===== config.mk =====
export PLATFORM = sky130hd
export DESIGN_NAME = pmel_core
export DESIGN_NICKNAME = d
export VERILOG_FILES = /design/src/core/pmel_core.v /design/src/core/pmel_prio.v
export VERILOG_INCLUDE_DIRS = /design/src /design/src/core
export SDC_FILE = /design/constraint.sdc
export NUM_CORES = 1
export LEC_CHECK = 0
export ABC_CLOCK_PERIOD_IN_PS = 2560
export BUFFER_PORTS_ARGS = -buffer_cell sky130_fd_sc_hd__buf_4
export CORE_MARGIN = 2
export CORE_UTILIZATION = 49
export CTS_CLUSTER_DIAMETER = 200
export CTS_CLUSTER_SIZE = 25
export DETAILED_ROUTE_END_ITERATION = 7
export PLACE_DENSITY = 0.84
export SLEW_MARGIN = 10
export SYNTH_ARGS = -nofsm -noshare
export SYNTH_HDL_FRONTEND = slang
export SYNTH_SLANG_ARGS = --single-unit
export TNS_END_PERCENT = 1

===== constraint.sdc =====
create_clock -name clk -period 2.56 [get_ports clk]
set_input_delay 0.128 -clock clk [delete_from_list [all_inputs] [get_ports clk]]
set_output_delay 0.128 -clock clk [all_outputs]
set_load 0.01 [all_outputs]

===== src/core/pmel_regs.vh =====
// register offsets, field positions and error codes of the power error record
// assumes inclusion by bare name from the design files
`ifndef PMEL_REGS_VH
`define PMEL_REGS_VH

// ****************************************
// register map
// ****************************************
`define PMEL_OFF_REC_LO     8'hB0
`define PMEL_OFF_REC_HI     8'hB4
`define PMEL_OFF_CLEAR      8'hB8

// ****************************************
// field positions within the 64-bit record
// ****************************************
`define PMEL_BIT_VALID      63
`define PMEL_BIT_OVER       62
`define PMEL_BIT_UC         61
`define PMEL_BIT_EN         60
`define PMEL_BIT_EXTRA_INFO_VALID      59
`define PMEL_BIT_FAULT_ADDRESS_VALID      58
`define PMEL_BIT_PCC        57
`define PMEL_MSC_HI         31
`define PMEL_MSC_LO         16
`define PMEL_MCA_HI         15
`define PMEL_MCA_LO         0

// clear register: bit 1 clears overflow, bit 0 clears the whole record
`define PMEL_CLR_RECORD     0
`define PMEL_CLR_OVER       1

// ****************************************
// model specific error codes
// ****************************************
`define PMEL_MSC_NONE       16'h0000
`define PMEL_MSC_BOOT_RST   16'h0300
`define PMEL_MSC_ILL_MSG    16'h0800
`define PMEL_MSC_SLEEP_REQ  16'h0A00
`define PMEL_MSC_BAD_SX     16'h0D00
`define PMEL_MSC_VID_MISM   16'h1100
`define PMEL_MSC_LINK_TRN   16'h1A00

// number of error sources and reset value of the record
`define PMEL_NSRC           6
`define PMEL_REC_RESET      64'h0000_0000_0000_0000

`endif


===== src/core/pmel_core.v =====
// power management error log: 64-bit machine-check style status record
// assumes error event pulses come from logic on clk; register port is same-clock
//
// Local design decision: the address-and-strobe port.
`timescale 1ns/1ps
`include "pmel_regs.vh"

module pmel_core (
    input  wire                  clk,
    input  wire                  resetn,
    // register port
    input  wire [7:0]            addr,
    input  wire [31:0]           wdata,
    input  wire                  wr,
    input  wire                  rd,
    output reg  [31:0]           rdata,
    // error events, one-cycle pulses, one per source
    input  wire                  err_boot_rst,
    input  wire                  err_ill_msg,
    input  wire                  err_sleep_req,
    input  wire                  err_bad_sx,
    input  wire                  err_vid_mism,
    input  wire                  err_link_trn,
    // attributes of any event in the same cycle; enable and uc are per source, the others shared
    input  wire [`PMEL_NSRC-1:0] per_error_enable,
    input  wire [`PMEL_NSRC-1:0] err_uc,
    input  wire                  err_pcc,
    input  wire                  err_extra_info_valid,
    input  wire                  err_fault_address_valid,
    input  wire [15:0]           err_mca_code,
    // state seen by the rest of the uncore
    output wire                  record_valid,
    output wire                  record_overflow
);

    // ****************************************
    // record state
    // ****************************************
    reg         valid_q;
    reg         over_q;
    reg         uc_q;
    reg         en_q;
    reg         extra_info_valid_q;
    reg         fault_address_valid_q;
    reg         pcc_q;
    reg  [15:0] msc_q;
    reg  [15:0] mca_q;

    wire [`PMEL_NSRC-1:0] req;
    wire [2:0]            pick;
    wire                  any_err;
    wire                  any_uc;
    reg  [15:0]           new_code;
    reg                   new_en;
    reg                   new_uc;
    reg                   replace;
    reg                   clr_rec;
    reg                   clr_over;

    assign req = {err_link_trn, err_vid_mism, err_bad_sx,
                  err_sleep_req, err_ill_msg, err_boot_rst};

    // code table for each source index
    function [15:0] code_of;
        input [2:0] i;
        begin
            case (i)
                3'd0:    code_of = `PMEL_MSC_BOOT_RST;
                3'd1:    code_of = `PMEL_MSC_ILL_MSG;
                3'd2:    code_of = `PMEL_MSC_SLEEP_REQ;
                3'd3:    code_of = `PMEL_MSC_BAD_SX;
                3'd4:    code_of = `PMEL_MSC_VID_MISM;
                3'd5:    code_of = `PMEL_MSC_LINK_TRN;
                default: code_of = `PMEL_MSC_NONE;
            endcase
        end
    endfunction

    pmel_prio u_prio (
        .req    (req),
        .uc_in  (err_uc),
        .idx    (pick),
        .any    (any_err),
        .any_uc (any_uc)
    );

    // ****************************************
    // overwrite decision
    // ****************************************
    // an enabled error beats a disabled one, uncorrected beats corrected,
    // but a held uncorrected error is never displaced
    always @* begin
        new_code = code_of(pick);
        new_en   = per_error_enable[pick];
        new_uc   = any_uc;
        replace  = 1'b0;
        if (any_err) begin
            if (!valid_q) begin
                replace = 1'b1;
            end else if (uc_q) begin
                replace = 1'b0;
            end else if (new_uc) begin
                replace = 1'b1;
            end else if (new_en && !en_q) begin
                replace = 1'b1;
            end
        end
    end

    // ****************************************
    // software clear strobes
    // ****************************************
    // the record itself is read-only; clearing goes through a side register
    always @* begin
        clr_rec  = wr && (addr == `PMEL_OFF_CLEAR) && wdata[`PMEL_CLR_RECORD];
        clr_over = wr && (addr == `PMEL_OFF_CLEAR) &&
                   (wdata[`PMEL_CLR_OVER] || wdata[`PMEL_CLR_RECORD]);
    end

    // ****************************************
    // record update
    // ****************************************
    // a new error in the clear cycle wins over the clear
    always @(posedge clk or negedge resetn) begin
        if (!resetn) begin
            valid_q <= 1'b0;
            over_q  <= 1'b0;
            uc_q    <= 1'b0;
            en_q    <= 1'b0;
            extra_info_valid_q <= 1'b0;
            fault_address_valid_q <= 1'b0;
            pcc_q   <= 1'b0;
            msc_q   <= `PMEL_MSC_NONE;
            mca_q   <= 16'h0000;
        end else begin
            if (clr_rec) begin
                valid_q <= 1'b0;
                uc_q    <= 1'b0;
                en_q    <= 1'b0;
                extra_info_valid_q <= 1'b0;
                fault_address_valid_q <= 1'b0;
                pcc_q   <= 1'b0;
                msc_q   <= `PMEL_MSC_NONE;
                mca_q   <= 16'h0000;
            end
            if (clr_over) begin
                over_q <= 1'b0;
            end
            if (any_err && valid_q && !clr_rec) begin
                over_q <= 1'b1;
            end
            if (any_err && (replace || clr_rec)) begin
                valid_q <= 1'b1;
                uc_q    <= new_uc;
                en_q    <= new_en;
                extra_info_valid_q <= err_extra_info_valid;
                fault_address_valid_q <= err_fault_address_valid;
                pcc_q   <= err_pcc;
                msc_q   <= new_code;
                mca_q   <= err_mca_code;
            end
        end
    end

    assign record_valid    = valid_q;
    assign record_overflow = over_q;

    // ****************************************
    // read port, data one cycle after the strobe
    // ****************************************
    // writes to the record words fall through untouched
    always @(posedge clk or negedge resetn) begin
        if (!resetn) begin
            rdata <= 32'h0000_0000;
        end else if (rd) begin
            case (addr)
                `PMEL_OFF_REC_LO: rdata <= {msc_q, mca_q};
                `PMEL_OFF_REC_HI: rdata <= {valid_q, over_q, uc_q, en_q,
                                            extra_info_valid_q, fault_address_valid_q, pcc_q,
                                            25'h000_0000};
                default:          rdata <= 32'h0000_0000;
            endcase
        end else begin
            rdata <= 32'h0000_0000;
        end
    end
    // no write path reaches the record words

endmodule


===== src/core/pmel_prio.v =====
// priority pick among simultaneous error sources, lowest uncorrected index wins, else lowest index
// assumes one-hot-or-zero masking is not required of the caller
`timescale 1ns/1ps
`include "pmel_regs.vh"

module pmel_prio (
    input  wire [`PMEL_NSRC-1:0] req,
    input  wire [`PMEL_NSRC-1:0] uc_in,
    output reg  [2:0]            idx,
    output reg                   any,
    output reg                   any_uc
);
    integer i;

    // ****************************************
    // pick the first uncorrected source, else the first source
    // ****************************************
    // uncorrected sources are preferred so a same-cycle uc error is kept
    always @* begin
        idx    = 3'd0;
        any    = 1'b0;
        any_uc = 1'b0;
        for (i = `PMEL_NSRC - 1; i >= 0; i = i - 1) begin
            if (req[i] && !any_uc) begin
                idx = i[2:0];
                any = 1'b1;
            end
        end
        for (i = `PMEL_NSRC - 1; i >= 0; i = i - 1) begin
            if (req[i] && uc_in[i]) begin
                idx    = i[2:0];
                any_uc = 1'b1;
            end
        end
    end
endmodule


==> results.tsv, run 1 <==
metric	value	unit
antennaDiodeCount	0	
async_flop_share	100	%
core	4690	sq um
relSlewSlack	58.3	%
final-setup-viol-count	0	
fin_crit	1.70	ns
p_total	1620	uW
synthTopCellsByCount	59 x nand2_1, 52 x dfrtp_1, 24 x o22ai_1	
hold_class	input pin to flip-flop	
critPathLaunchType	input pin	
ys_ff_latch	52	
cts_max_level	2	
post-route-period-util	66.3	%
final_cells	370	
layout.nets	396	
die_area	5410	sq um
leakage	0.00162	uW
place_hpwl	3.50	mm
status	completed	
max-vdd-ir-drop	0.000258	V
ys_warn_count	0	
antenna_left	0	
end_kind	flip-flop	
max_cap_viol_count	0	
wl_per_cell	13.3	um
final_area	3040	sq um
fin_worst_skew	0.00655	ns
drcViolationCount	0	
worstMarginPinSlew	0.626	ns
dpl_worst_slack	0.577	ns
ys_types	40	
cts.path.max_buffers	2	
fillers	400	
syn_area	2370	sq um
post_dp_cell_area	2940	sq um
synth_edf_count	0	
rows	25	
drtPass1Iterations	4	
drt_iter0_drc	160	
timing.rr.end	fault_address_valid_q	
dp_cells	361	
arrival	1.87	ns
ys_dominant_reg_cell	dfrtp_1	
grt_max_degree	53	
drive_gt1_share	28.8	%
reg2reg_depth	5	
cts_buffers	5	
grt_pass1_vias	1893	
die_w	73.5	um
numClockSinks	52	
synthTopCellsByArea	dfrtp_1 55%, nand2_1 9.3%, o22ai_1 6.3%	
cp_data_required_time	2.73	ns
worst_slack	0.862	ns
setup_tns	0	ns
grtUsageTotal	19.6	%
power_density	532	nW/um^2
grt_pass1_wl	8.20	mm
clock.fmax	589	MHz
vias	1978	
worstHoldEndpoint	mca_q[2]	
cp_max_fo	15	
hold_depth	3	
post_cts_resize_count	0	
netlist.top_cell.by_area	dfrtp_1	
routed_wl	4.94	mm
cp-startpoint	err_vid_mism	
syn_avg_cell_area	9.92	sq um
viasPerCell	5.35	
netlist.area_leader.share	54.9	%
area_growth	28.3	%
start_util	50.5	%
critPathKind	input pin to flip-flop	
maxSlewViolCount	0	
die_y	73.5	um
grt.overflow.total	0	
clk_pin_slew_worst_paths	0.09	ns
synth.most_common_cell	nand2_1	
synth-seq-area-share	54.9	%
synthCells	239	
gp_congestion	0.763	
clk_latency	0.30	ns
min_from	err_mca_code[2]	
antenna_found_initial	0	
rr_startpoint	record_valid	
post-cts-setup-buffers	0	
hold_viol	0	
ios	115	
cts_tree	yes	
rsz0062_at_grt	false	
cts_root_buf	clkbuf_8	
rrSetupSlack	1.12	ns
port_buffers	76	
==> report_power, final <==
part / internal [uW] / total (uW) / switching [uW]
combinational: 120 / 238 / 118
clock: 220 / 470 / 250
sequential: 880 / 909 / 29.0
total: 1220 / 1620 / 397
==> layout make-up <==
| type | count | area, sq um | area share, % |
|---|---|---|---|
| tap | 54 | 67.6 | 2.22 |
| clock buffer | 7 | 86.3 | 2.84 |
| clock inverter | 1 | 7.51 | 0.247 |
| multi-input combinational | 173 | 956 | 31.4 |
| sequential | 52 | 1300 | 42.8 |
| inverter | 1 | 3.75 | 0.123 |
| timing repair buffer | 82 | 618 | 20.3 |
==> sequential cells by signal (all words and copies together) (netlist names) <==
name	flops
extra_info_valid_q	1
rdata	24
en_q	1
uc_q	1
record_valid	1
pcc_q	1
fault_address_valid_q	1
msc_q	5
mca_q	16
record_overflow	1
==> routing by layer <==
layer / routed length (um) / vias up / global-route usage (%)
met5: 0 / - / 0
met4: 80 / 0 / 7.88
met3: 360 / 6 / 3.70
met2: 2510 / 89 / 34.1
met1: 1990 / 917 / 23.7
li1: - / 966 / -
==> how the worst max path moves through the flow <==
stage           endpoint  slack, ns  depth (start not counted)
4_1_cts        msc_q[10]       0.89                          9
3_3_place_gp   msc_q[11]       0.54                          9
2_1_floorplan   msc_q[8]       0.87                          8
3_5_place_dp   msc_q[11]       0.58                          9
5_1_grt        msc_q[10]       0.70                          9
6_report       msc_q[11]       0.86                          9
==> cell usage in the layout, fill, tap and decap left out, drive strengths merged, types with 3 or more instances in the layout <==
| cell | n |
|---|---|
| buf | 81 |
| nand2 | 59 |
| dfrtp | 52 |
| o22ai | 25 |
| and2 | 18 |
| nor2 | 11 |
| conb | 8 |
| mux2i | 7 |
| clkbuf | 7 |
| o21ai | 6 |
| nand2b | 4 |
| and3 | 3 |
| nand3 | 3 |
| o211ai | 3 |
==> critical path: stages <==
cell and delay [ns]:
buf_4 0.13, nand2b_1 0.14, a221oi_1 0.25, o211ai_1 0.23, mux2i_1 0.33, o2111ai_1 0.16, o21ai_2 0.16, buf_4 0.22
o22ai_1 0.11
==> metrics by stage <==
stage	hold WS [ns]	utilization, %
CTS	0.0617	64.8
detailed placement	0.189	62.6
floorplan	-0.168	-
global route	0.0759	64.8
finish	0.0696	64.8
global placement	0.185	62.6
==> logic make-up (layout without fill, tap and decap cells) <==
kind of cell | Yosys count | count (layout) | synth area share (%)
and+or+nand+nor | 108 | 108 | 21.2
DFF | 52 | 52 | 54.9
AOI/OAI and AO/OA | 49 | 49 | 14.6
buffers and inverters | 21 | 91 | 5.86
muxes | 7 | 7 | 2.96
other | 1 | 8 | 0.158
xor gates and xnor gates | 1 | 1 | 0.370
==> what timing repair did <==
item,in CTS,in global routing
endpoints found under the hold margin,52,0
endpoints found under the setup margin,0,0
hold buffers,1,0
Power figures use the tool's default switching activity.
==> run 2: changes to the inputs <==
ABC_CLOCK_PERIOD_IN_PS = 1600   (was 2560)
CORE_UTILIZATION = 46   (was 49)
PLACE_DENSITY = 0.8   (was 0.84)
clock period = 1.6 ns   (was 2.56 ns; I/O delays follow)
==> run 2 against run 1 <==
  * The run now ends with negative setup slack left
  * Non-clock buffer count rose by 27
  * Critical endpoint is now mca_q[2]
  * Critical path depth stayed put
  * Core utilization increased by 5.0 points
  * Largest cell class unchanged
==> results.tsv, run 2 (synthesized netlist as in run 1, its figures left out) <==
metric	value	unit	change
hold_ws	0.0207	ns	-0.0489 ns
worstMarginPinSlew	0.623	ns	-0.00271 ns
grt_use_met2	34.5	%	+0.36 points
critPathLaunchType	input pin		
antenna_left	0		unchanged
worst-path-buf-inv	3		+1
antennaDiodeCount	0		unchanged
routed_wl	6.10	mm	+23%
cp_cell_sequence	buf_4, buf_6, a32oi_2, o31a_1, mux2i_1, o22ai_2, buf_4, o21a_4, o22ai_2		
drcViolationCount	0		unchanged
relSlewSlack	58.5	%	+0.18 points
grt_pass1_vias	1953		+3.2%
cts_buffers	5		unchanged
rsz0062_at_grt	true		
grt.overflow.total	0		unchanged
multi_input_area	1170	sq um	+22%
cts_max_level	2		unchanged
drive_gt1_share	42.0	%	+13 points
fillers	358		-11%
top_register	rdata		
hold_viol	0		unchanged
start_util	47.0	%	-3.5 points
drt_iter0_drc	131		-18%
seq_area	1300	sq um	unchanged
cts_tree	yes		
place_hpwl	3.79	mm	+8.1%
cpLargestDelayFamily	compound AO/OA/AOI/OAI gates		
end_kind	flip-flop		
power_density	766	nW/um^2	+44%
port_buffers	76		unchanged
grtUsageTotal	19.3	%	-0.29 points
antenna_found_initial	0		unchanged
numClockSinks	52		unchanged
hold_class	input pin to flip-flop		
swShare	25.9	%	+1.3 points
post-route-period-util	102	%	
final_common_cell	buf_4		
leakage	0.00182	uW	+13%
drtPass1Iterations	4		unchanged
final-setup-viol-count	2		+2
status	finished, violations left		
die_w	75.8	um	+3.0%
die_y	75.8	um	+3.0%
core	5040	sq um	+7.5%
cts_root_buf	clkbuf_8		
fin_crit	1.62	ns	
viasPerCell	5.18		-3.1%
clk_pin_slew_worst_paths	0.08	ns	about the same
arrival	1.85	ns	-0.02 ns
die_area	5740	sq um	+6.2%
seqPwrFrac	54.3	%	-1.9 points
cp_max_fo	7		-8
grt_util_met3	4.50	%	+0.79 points
layout.nets	426		+7.6%
dpl_worst_slack	-0.270	ns	-0.847 ns
pwr-share-clk	25.5	%	-3.6 points
grt_max_degree	53		unchanged
clk_latency	0.31	ns	about the same
rows	26		+4.0%
vias	2150		+8.7%
cp_data_required_time	1.83	ns	-0.90 ns
max_cap_viol_count	0		unchanged
clock.fmax	616	MHz	
wl_per_cell	14.7	um	+10%
cts.path.max_buffers	2		unchanged
fin_worst_skew	0.00530	ns	-0.00125 ns
final_cell_mix	98 x buf_4, 57 x nand2_1, 52 x dfrtp_1, 18 x and2_1, 16 x o22ai_1		
combPwrFrac	20.2	%	+5.5 points
violations	negative setup slack		
use_met1	22.2	%	-1.5 points
switchingPower	697	uW	+76%
ios	115		unchanged
area_growth	48.5	%	
grt_busiest_layer	met2		
gp_congestion	0.791		+3.6%
largest_register_ffs	24		unchanged
worst_slack	-0.0246	ns	-0.886 ns
critPathKind	input pin to flip-flop		
max-vdd-ir-drop	0.000369	V	+43%
p_int	2000	uW	+64%
top_regs	rdata x24, mca_q x16, msc_q x5		
cp_slowest_cell	o21a_4		
critPathMaxStageDelay	0.27	ns	-0.06 ns
maxSlewViolCount	0		unchanged
grt_pass1_wl	8.34	mm	+1.6%
-- run 2: per-layer routing --
layer	vias to the layer above	routed length (um)	part of all wire (%)
li1	1033	-	-
met1	1008	2270	37
met2	98	3310	54
met3	11	418	6.9
met4	0	100	1.6
met5	-	0	0
-- run 2: path summary, 6_finish.rpt --
path / start / to / slack, ns / cells after the start
max: err_sleep_req / mca_q[2] / -0.02 / 9
max in group asynchronous: resetn / rdata[31] / 0.85 / 2
min reg2reg: mca_q[9] / rdata[9] / 0.48 / 1
min in group asynchronous: resetn / rdata[0] / 0.33 / 2
min: err_mca_code[4] / mca_q[4] / 0.02 / 3
max reg2reg: record_valid / mca_q[2] / 0.10 / 5
-- run 2: cell type report --
type | instances | share of cell area, %
clock inverters | 1 | 0.142
multi-input cells | 176 | 33.2
clock buffers | 6 | 2.06
flip-flops and latches | 52 | 37.0
repair buffers | 109 | 25.0
inverters | 1 | 0.107
well taps | 70 | 2.49
-- run 2: per-stage QoR --
stage | cell area, sq um | cells | setup TNS, ns | util [%] | power, uW
finish | 3520 | 415 | -0.0268 | 69.8 | 2690
global route | 3520 | 415 | -1.17 | 69.8 | 2820
CTS | 3210 | 403 | 0 | 63.6 | 2580
detailed placement | 3120 | 395 | -6.22 | 61.8 | 1920
global placement | 3120 | 395 | -5.55 | 61.8 | 1900
floorplan | 2410 | 246 | -0.265 | - | 1700
-- run 2: worst min-delay path, stage by stage --
cell,delay (ns)
buf_4,0.11
nand2_1,0.04
o22ai_1,0.06
-- run 2: power by group through the flow --
stage               Clock (uW)  Sequential, uW  Combinational (uW)
floorplan                    0            1470                 233
global placement             0            1480                 416
detailed placement           0            1490                 430
CTS                        693            1460                 432
global route               745            1480                 595
finish                     687            1460                 545
-- run 2: what timing repair did --
item / 4_1_cts / 5_1_grt
hold endpoints to repair: 52 / 0
setup buffers: 0 / 8
resized for setup: 0 / 38
hold buffers: 1 / 0
endpoints found under the setup margin: 0 / 25
